==> src/pkg/sgp_pkg.sv <==
// sgp_pkg: constants for the six-pin gpio port
// assumes: core drives register strobes on the instruction clock
package sgp_pkg;
    localparam int          SGP_PINS        = 6;
    localparam int          SGP_REG_W       = 8;
    localparam int          SGP_IN_ONLY_BIT = 3;
    localparam int          SGP_TMR_BIT     = 2;
    localparam logic [5:0]  SGP_DIR_RESET   = 6'h3F;
    localparam logic [5:0]  SGP_PULL_MASK   = 6'h0B;
    localparam logic [5:0]  SGP_LATCH_POR   = 6'h00;
    localparam logic [1:0]  SGP_UPPER_ZERO  = 2'h0;
endpackage

==> src/rtl/sgp_port.sv <==
// sgp_port: six-pin gpio port with port and direction registers
// assumes: core issues one-cycle strobes; clk_i is the instruction clock
//
// How it works
// RULE_01: port read returns sampled pin levels
// RULE_02: upper two port bits read zero
// RULE_03: pin 3 is input only, never driven
// RULE_04: alternate-function pins read as zero
// RULE_05: pull-up and wake only pins 0,1,3
// RULE_06: master clear forces pull-up, no wake
// RULE_07: direction loaded from working reg, write-only
// RULE_08: direction one tristates, zero drives latch
// RULE_09: any reset sets all direction bits
// RULE_10: timer clock select overrides direction on pin
// RULE_11: outputs latched, inputs sampled at read
// RULE_12: bit set/clear rewrite all latches from pins
// RULE_13: write lands end of cycle, read at start
// RULE_14: latches cleared on power-on, kept otherwise
// RULE_15: outside holds inputs until sampled
// RULE_16: outside never fights a driven pin
// RULE_17: pull-up and wake enables are active low
`timescale 1ns/1ps
module sgp_port (
    // clock and resets
    input  wire logic                            clk_i,
    input  wire logic                            srst_i,
    input  wire logic                            por_i,
    // register side
    input  wire logic                            port_wr_i,
    input  wire logic [sgp_pkg::SGP_REG_W-1:0]   port_wdata_i,
    input  wire logic                            port_rd_i,
    input  wire logic                            bit_set_instr_i,
    input  wire logic                            bit_clear_instr_i,
    input  wire logic [2:0]                      bit_sel_i,
    input  wire logic                            dir_load_i,
    input  wire logic [sgp_pkg::SGP_REG_W-1:0]   work_reg_i,
    output logic      [sgp_pkg::SGP_REG_W-1:0]   port_rdata_o,
    // configuration
    input  wire logic [sgp_pkg::SGP_PINS-1:0]    alt_func_i,
    input  wire logic                            master_clear_enable_i,
    input  wire logic                            timer_clock_source_sel_i,
    input  wire logic                            pullup_en_n_i,
    input  wire logic                            wake_en_n_i,
    // pins
    input  wire logic [sgp_pkg::SGP_PINS-1:0]    port_pins_i,
    output logic      [sgp_pkg::SGP_PINS-1:0]    port_pins_o,
    output logic      [sgp_pkg::SGP_PINS-1:0]    port_pins_oe_o,
    output logic      [sgp_pkg::SGP_PINS-1:0]    pullup_on_o,
    output logic                                 wake_o
);
    import sgp_pkg::*;

    logic [SGP_PINS-1:0] pins_sync;
    logic [SGP_PINS-1:0] pins_prev_ff;
    logic [SGP_PINS-1:0] latch_ff;
    logic [SGP_PINS-1:0] dir_ff;
    logic [SGP_PINS-1:0] read_val;
    logic [SGP_PINS-1:0] nxt_latch;
    logic [SGP_PINS-1:0] wake_mask;
    logic [SGP_PINS-1:0] oe_mask;

    sgp_sync #(.W(SGP_PINS)) u_sync (
        .clk_i (clk_i),
        .d_i   (port_pins_i),
        .q_o   (pins_sync)
    );

    // ----------------------------------------
    // read path
    // ----------------------------------------
    // pin levels seen at start of the cycle, whatever the direction
    assign read_val = pins_sync & ~alt_func_i; // see RULE_01 see RULE_04 see RULE_11

    always_ff @(posedge clk_i) begin
        if (srst_i) begin
            port_rdata_o <= {SGP_UPPER_ZERO, SGP_LATCH_POR};
        end else if (port_rd_i) begin
            port_rdata_o <= {SGP_UPPER_ZERO, read_val}; // see RULE_02 see RULE_13
        end
    end

    // ----------------------------------------
    // output latches
    // ----------------------------------------
    // read-modify-write uses pin levels, so input pins' latches get clobbered
    always_comb begin
        nxt_latch = latch_ff;
        if (port_wr_i) begin
            nxt_latch = port_wdata_i[SGP_PINS-1:0];
        end else if (bit_set_instr_i || bit_clear_instr_i) begin
            nxt_latch = read_val; // see RULE_12
            if (bit_sel_i < 3'(SGP_PINS)) begin
                nxt_latch[bit_sel_i] = bit_set_instr_i;
            end
        end
    end

    // por clears; plain reset leaves latches alone
    always_ff @(posedge clk_i) begin
        if (por_i) begin
            latch_ff <= SGP_LATCH_POR; // see RULE_14
        end else begin
            latch_ff <= nxt_latch; // see RULE_11 see RULE_13
        end
    end

    // ----------------------------------------
    // direction register
    // ----------------------------------------
    always_ff @(posedge clk_i) begin
        if (srst_i || por_i) begin
            dir_ff <= SGP_DIR_RESET; // see RULE_09
        end else if (dir_load_i) begin
            dir_ff <= work_reg_i[SGP_PINS-1:0]; // see RULE_07
        end
    end

    // ----------------------------------------
    // drivers, pull-ups, wake
    // ----------------------------------------
    always_comb begin
        oe_mask = ~dir_ff & ~alt_func_i; // see RULE_08
        oe_mask[SGP_IN_ONLY_BIT] = 1'b0; // see RULE_03
        if (timer_clock_source_sel_i) begin
            oe_mask[SGP_TMR_BIT] = 1'b0; // see RULE_10
        end
    end

    assign port_pins_oe_o = oe_mask;
    assign port_pins_o    = latch_ff & oe_mask;

    always_comb begin
        pullup_on_o = pullup_en_n_i ? '0 : SGP_PULL_MASK; // see RULE_05 see RULE_17
        wake_mask   = wake_en_n_i ? '0 : SGP_PULL_MASK;
        if (master_clear_enable_i) begin
            pullup_on_o[SGP_IN_ONLY_BIT] = 1'b1; // see RULE_06
            wake_mask[SGP_IN_ONLY_BIT]   = 1'b0;
        end
    end

    always_ff @(posedge clk_i) begin
        if (srst_i) begin
            // follow the pins in reset so release raises no false wake
            pins_prev_ff <= pins_sync;
            wake_o       <= 1'b0;
        end else begin
            pins_prev_ff <= pins_sync;
            wake_o       <= |((pins_sync ^ pins_prev_ff) & wake_mask); // see RULE_05
        end
    end
endmodule

==> src/rtl/sgp_sync.sv <==
// sgp_sync: two-flop synchroniser for the pin levels
// assumes: pins are asynchronous to clk_i
`timescale 1ns/1ps
module sgp_sync #(
    parameter int W = 6
) (
    // clock
    input  wire logic         clk_i,
    // data
    input  wire logic [W-1:0] d_i,
    output logic      [W-1:0] q_o
);
    logic [W-1:0] meta_ff;

    always_ff @(posedge clk_i) begin
        meta_ff <= d_i;
        q_o     <= meta_ff;
    end
endmodule

==> config.mk <==
export PLATFORM = sky130hd
export DESIGN_NAME = sgp_port
export DESIGN_NICKNAME = d
export VERILOG_FILES = /design/src/pkg/sgp_pkg.sv /design/src/rtl/sgp_port.sv /design/src/rtl/sgp_sync.sv
export SDC_FILE = /design/constraint.sdc
export NUM_CORES = 1
export LEC_CHECK = 0
export BUFFER_PORTS_ARGS = -buffer_cell sky130_fd_sc_hd__buf_2
export CELL_PAD_IN_SITES_DETAIL_PLACEMENT = 1
export CELL_PAD_IN_SITES_GLOBAL_PLACEMENT = 2
export CORE_MARGIN = 2
export CORE_UTILIZATION = 26
export DETAILED_ROUTE_END_ITERATION = 8
export GPL_TIMING_DRIVEN = 0
export PLACE_DENSITY_LB_ADDON = 0.1
export REMOVE_ABC_BUFFERS = 1
export SLEW_MARGIN = 20
export SYNTH_ARGS = -nofsm -noshare
export SYNTH_HDL_FRONTEND = slang
export SYNTH_SLANG_ARGS = --single-unit
export TNS_END_PERCENT = 30
==> constraint.sdc <==
create_clock -name clk_i -period 1.5 [get_ports clk_i]
set_input_delay 0.075 -clock clk_i [delete_from_list [all_inputs] [get_ports clk_i]]
set_output_delay 0.075 -clock clk_i [all_outputs]
set_load 0.005 [all_outputs]
# Word level (Yosys, flattened, before mapping)
# Cells that the tools add are included.
word_totals:
  inputBits: 43
  output_inout_bits: 27
  register_bits: 37
classes:
  n_bitwise: 7
  reduce_logical: 5
  n_mux: 11
  n_lt_le_gt_ge: 3
ops:
  columns: ["op", "count"]
  rows:
  - ["$and 6x6->6", 3]
  - ["$mux 6", 3]
  - ["$not 6->6", 2]
  - ["$mux 4", 2]
  - ["$and 6x4->6", 1]
  - ["$bwmux 6", 1]
  - ["$reduce_or 6->1", 1]
  - ["$xor 6x6->6", 1]
  - ["$lt 3x4->1 const B", 1]
  - ["$mux 1", 4]
  - ["$demux 1 s3", 1]
  - ["$ge 3x1->1 const B", 1]
  - ["$lt 3x3->1 const B", 1]
  - ["$logic_or 1x1->1", 2]
  - ["$reduce_bool 2->1", 1]
  - ["$logic_and 1x1->1", 1]

# Depth between registers and ports, before layout
depth:
  ltp_word: 8
  mapped_depth: 3

# Hierarchy
# Synthesis repeated with hierarchy kept, for this count alone.
unflattened:
  cells_unflattened: 124
  hier_area_um2: 1238.7
by_module_without_submodules:
  columns: ["module", "n_inst", "seq_area_each_um2", "area_each_um2", "cells_per_inst"]
  rows:
  - ["sgp_port", 1, 400.4, 998.5, 112]
  - ["sgp_sync", 1, 240.2, 240.2, 12]

# Least setup slack after synthesis
# Ideal clock, no wire load.
synth_path:
  path_type: "flip-flop to flip-flop"
  start: "register u_sync.q_o[0]"
  end: "register latch_ff[0]"
  slack_ps: 600
  path_stages_with_launch: 4
  arrival_time_ps: 776
  setup_ps: 125
  n_path_buf: 0
  synth_period_minus_slack_ps: 900
  path_cell_list: "dfxtp_1 nor2b_1 a221oi_1 o31ai_1"
synth_via:
  elab_chain_len: 5
synth_lines:
  columns: ["item", "line_no", "text"]
  rows:
  - ["start: declaration", "sgp_sync.sv:11", "output logic [W-1:0] q_o"]
  - ["start signal: assignment", "sgp_sync.sv:17", "q_o <= meta_ff;"]
  - ["$and 6x6->6 (*)", "sgp_port.sv:72", "assign read_val = pins_sync & ~alt_func_i;"]
  - ["$bwmux 6", "sgp_port.sv:93", "nxt_latch[bit_sel_i] = bit_set_instr_i;"]
  - ["$mux 6 (*)", "sgp_port.sv:92", "if (bit_sel_i < 3'(SGP_PINS)) begin"]
  - ["$mux 6 (*)", "sgp_port.sv:90", "end else if (bit_set_instr_i || bit_clear_instr_i) begin"]
  - ["$mux 6 (*)", "sgp_port.sv:88", "if (port_wr_i) begin"]
  - ["end signal: assignment", "sgp_port.sv:103", "latch_ff <= nxt_latch;"]
  - ["end: declaration", "sgp_port.sv:55", "logic [SGP_PINS-1:0] latch_ff;"]
# Mark *: on every way between the ends. The rest lies on a longest branch, timed or not. The select of a mux whose other input is x is not followed.
# A chain may end at the register's enable or synchronous reset.

# Worst setup path after layout
layout_path:
  start: "register dir_ff[2]"
  end: "output port_pins_o[2] (netlist bit)"
layout_via:
  elab_chain_len: 4
layout_lines:
  columns: ["item", "line_no", "text"]
  rows:
  - ["start: declaration", "sgp_port.sv:56", "logic [SGP_PINS-1:0] dir_ff;"]
  - ["start signal: assignment", "sgp_port.sv:114", "dir_ff <= work_reg_i[SGP_PINS-1:0];"]
  - ["$not 6->6", "sgp_port.sv:122", "oe_mask = ~dir_ff & ~alt_func_i;"]
  - ["$and 6x6->6", "sgp_port.sv:122", null]
  - ["$mux 1", "sgp_port.sv:124", "if (timer_clock_source_sel_i) begin"]
  - ["$and 6x6->6", "sgp_port.sv:130", "assign port_pins_o = latch_ff & oe_mask;"]
  - ["end: declaration", "sgp_port.sv:46", "output logic [sgp_pkg::SGP_PINS-1:0] port_pins_o,"]
# No other way between the ends.

==> flow_summary.ini <==
[synthesis]
yosysMostFrequentCell = dfxtp_1
seq_area_frac_synth = 0.5089
synth_largest_area_cell = dfxtp_1
ys_top_cells_by_count = dfxtp_1, nor2b_1, nor2_1, mux2i_1, nand2_1
synth-async-reset-ratio = 0
syn_area_um2 = 1259
synth-edff-count = 0
synthTopCellsByArea = dfxtp_1, mux2i_1, nor2b_1
yosys_warnings = 0
synth.distinct_cells = 25
syn_inst = 124
ys_ff_latch = 32
synth_top_area_frac = 0.5089
avgSynthCellArea_um2 = 10.15
synth_ff_type = dfxtp_1

[clock_tree]
insertion_delay_ns = 0.28
clk_pin_slew_worst_paths_ns = 0.06
cts.repair.resized = 0
cts.htree.levels = 2
clock_tree.buffer_depth = 2
root_buffer = clkbuf_8
cts_tree = done
postCtsSetupRepairBufs = 0
cts_buffers = 5
ctsHoldBuffers = 7
cts_sinks = 32

[timing]
finalCritPeriodShare = 0.7451
setup_viol = 0
hold_violations = 0
skew_ns = 0.003938
period_minus_slack_ns = 1.118
fmax_mhz = 894.8
rsz0062_at_grt = false
worst_slew_pin_slew_ns = 0.5041
maxSlewViolCount = 0
maxSlewHeadroom = 0.6611
setup_tns_ns = 0

[run_status]
outcome = finished, final reports clean

[worst_setup_path]
slowest_delay_ns = 0.31
cp_data_arrival_time_ns = 1.04
worstPathCellList = nor3_1 > and2_1 > buf_2
cp_top_family = simple AND/OR/NAND/NOR gates
reg2reg_slack_ns = 0.41
required_ns = 1.42
cp-start-kind = flip-flop
worstPathMaxFanout = 2
cp_slowest_cell = dfxtp_1
crit_path_end_kind = primary output
criticalPathCategory = flip-flop to primary output
crit_buf_inv = 1

[routing]
wl_per_cell_um = 12.91
dr.first_iter.drc_count = 20
viasPerCell = 4.428
drc = 0
wl_um = 3138
dr.pass1.iters = 2
ant_nets = 0
vias = 1076

[layout]
nNetsFinal = 231
final_layout_size_suffix_gt1_frac = 0.3651
stdcell_count = 243
fill_cells = 562
area_growth_pct = 39.07
diodes = 0

[placed_design]
dpl.hpwl_um = 2568
gp_congestion = 0.7451
port_buffers = 56
placed_cells = 228

[global_routing]
antenna_found_initial = 0
grt_overflow = 0
grt_max_degree = 13
grt_pass1_vias = 1078
grt_pass1_wl_um = 4961
grt.total_usage = 0.1280

[floorplanning]
rows = 25
io_pins = 70
core-area_um2 = 4692
initial_core_util = 0.2683
dieHeight_um = 73.58
die_w_um = 73.58
dieArea_um2 = 5414

[min_path]
min_path_type = primary input to flip-flop

[pwr]
vdd_ir_drop_max_uv = 448.4
power.leakage_nw = 0.8330
p_per_area_nw_per_um2 = 1147

[job]
cap_viol_max_count = 0
==> metrics by stage <==
step	cell area (um^2)	power, W	utilization	setup slack, ns	hold slack (ns)
4_1_cts	1750	0.002045	0.3731	0.3595	0.008287
5_1_grt	1750	0.002100	0.3731	0.2614	0.01332
3_3_place_gp	1554	0.001117	0.3312	0.4273	0.1773
6_report	1750	0.002008	0.3731	0.3824	0.01317
3_5_place_dp	1554	0.001124	0.3312	0.3839	0.1794
2_1_floorplan	1206	0.001014	-	0.5995	0.1027
==> cell type report <==
type                    instances  area [um^2]  share of cell area
clock buffers                   7        96.34             0.05504
clock inverters                 1        30.03             0.01716
inverters                       1        3.754            0.002144
multi-input cells              85        561.8              0.3209
flip-flops and latches         32        640.6              0.3660
well taps                      54        67.56             0.03860
repair buffers                 63        350.3              0.2001
==> tightest hold or removal path, stage by stage <==
cell,delay (ns)
buf_2,0.08
mux2i_1,0.05
nand2_1,0.06
==> report_power, final <==
part | total (W) | internal [W] | switching [W]
Clock | 0.000894 | 0.000586 | 0.000309
Sequential | 0.000913 | 0.000895 | 0.0000179
Combinational | 0.000201 | 0.000106 | 0.0000949
==> sequential cells by signal (all words and copies together), names as in the netlist <==
register,flops
port_rdata_o,6
dir_ff,5
u_sync.meta_ff,6
pins_prev_ff,3
wake_o,1
latch_ff,5
u_sync.q_o,6
==> cells by family (layout without fill, tap and decap cells) <==
group	count (synthesis)	after routing	synth area share
AO/OA/AOI/OAI	12	12	0.09145
XOR/XNOR	3	3	0.02088
buffers and inverters	13	72	0.06262
flip-flops	32	32	0.5089
multiplexers	10	10	0.07953
other	1	7	0.002979
AND/OR/NAND/NOR	53	53	0.2336
==> metal layers <==
layer  track usage  vias up  routed length (um)
met5             0        -                   0
met4       0.08485        0                  78
met3       0.03567        9                 179
met2        0.2024       40                1477
met1        0.1502      493                1402
li1              -      534                   -
==> cell usage in the layout (no fill, tap or decap) <==
cell,count
mux2i_1,10
a21oi_1,1
nand2_1,10
clkbuf_8,7
or3_1,1
nand3b_1,2
dfxtp_1,32
or2_1,1
a221oi_1,2
xnor2_1,3
and2_1,6
nand2b_1,2
inv_1,1
a221oi_2,3
nor4_2,1
o211a_1,1
o31ai_1,5
nor2_1,11
nor3_1,3
and2b_2,1
dlygate4sd3_1,7
bufinv_16,1
or3b_1,3
nor2b_1,12
buf_2,56
conb_1,7
==> final timing paths <==
path | startpoint | to | cells past startpoint
worst min-delay path | work_reg_i[5] | dir_ff[5]$_SDFFE_PP1P_ | 3
worst max register to register | u_sync.q_o[1]$_DFF_P_ | latch_ff[1]$_SDFFE_PP0P_ | 3
worst min register to register | u_sync.meta_ff[0]$_DFF_P_ | u_sync.q_o[0]$_DFF_P_ | 0
worst max-delay path | dir_ff[2]$_SDFFE_PP1P_ | port_pins_o[2] | 3
No activity file was read; power rests on OpenSTA's default activity.
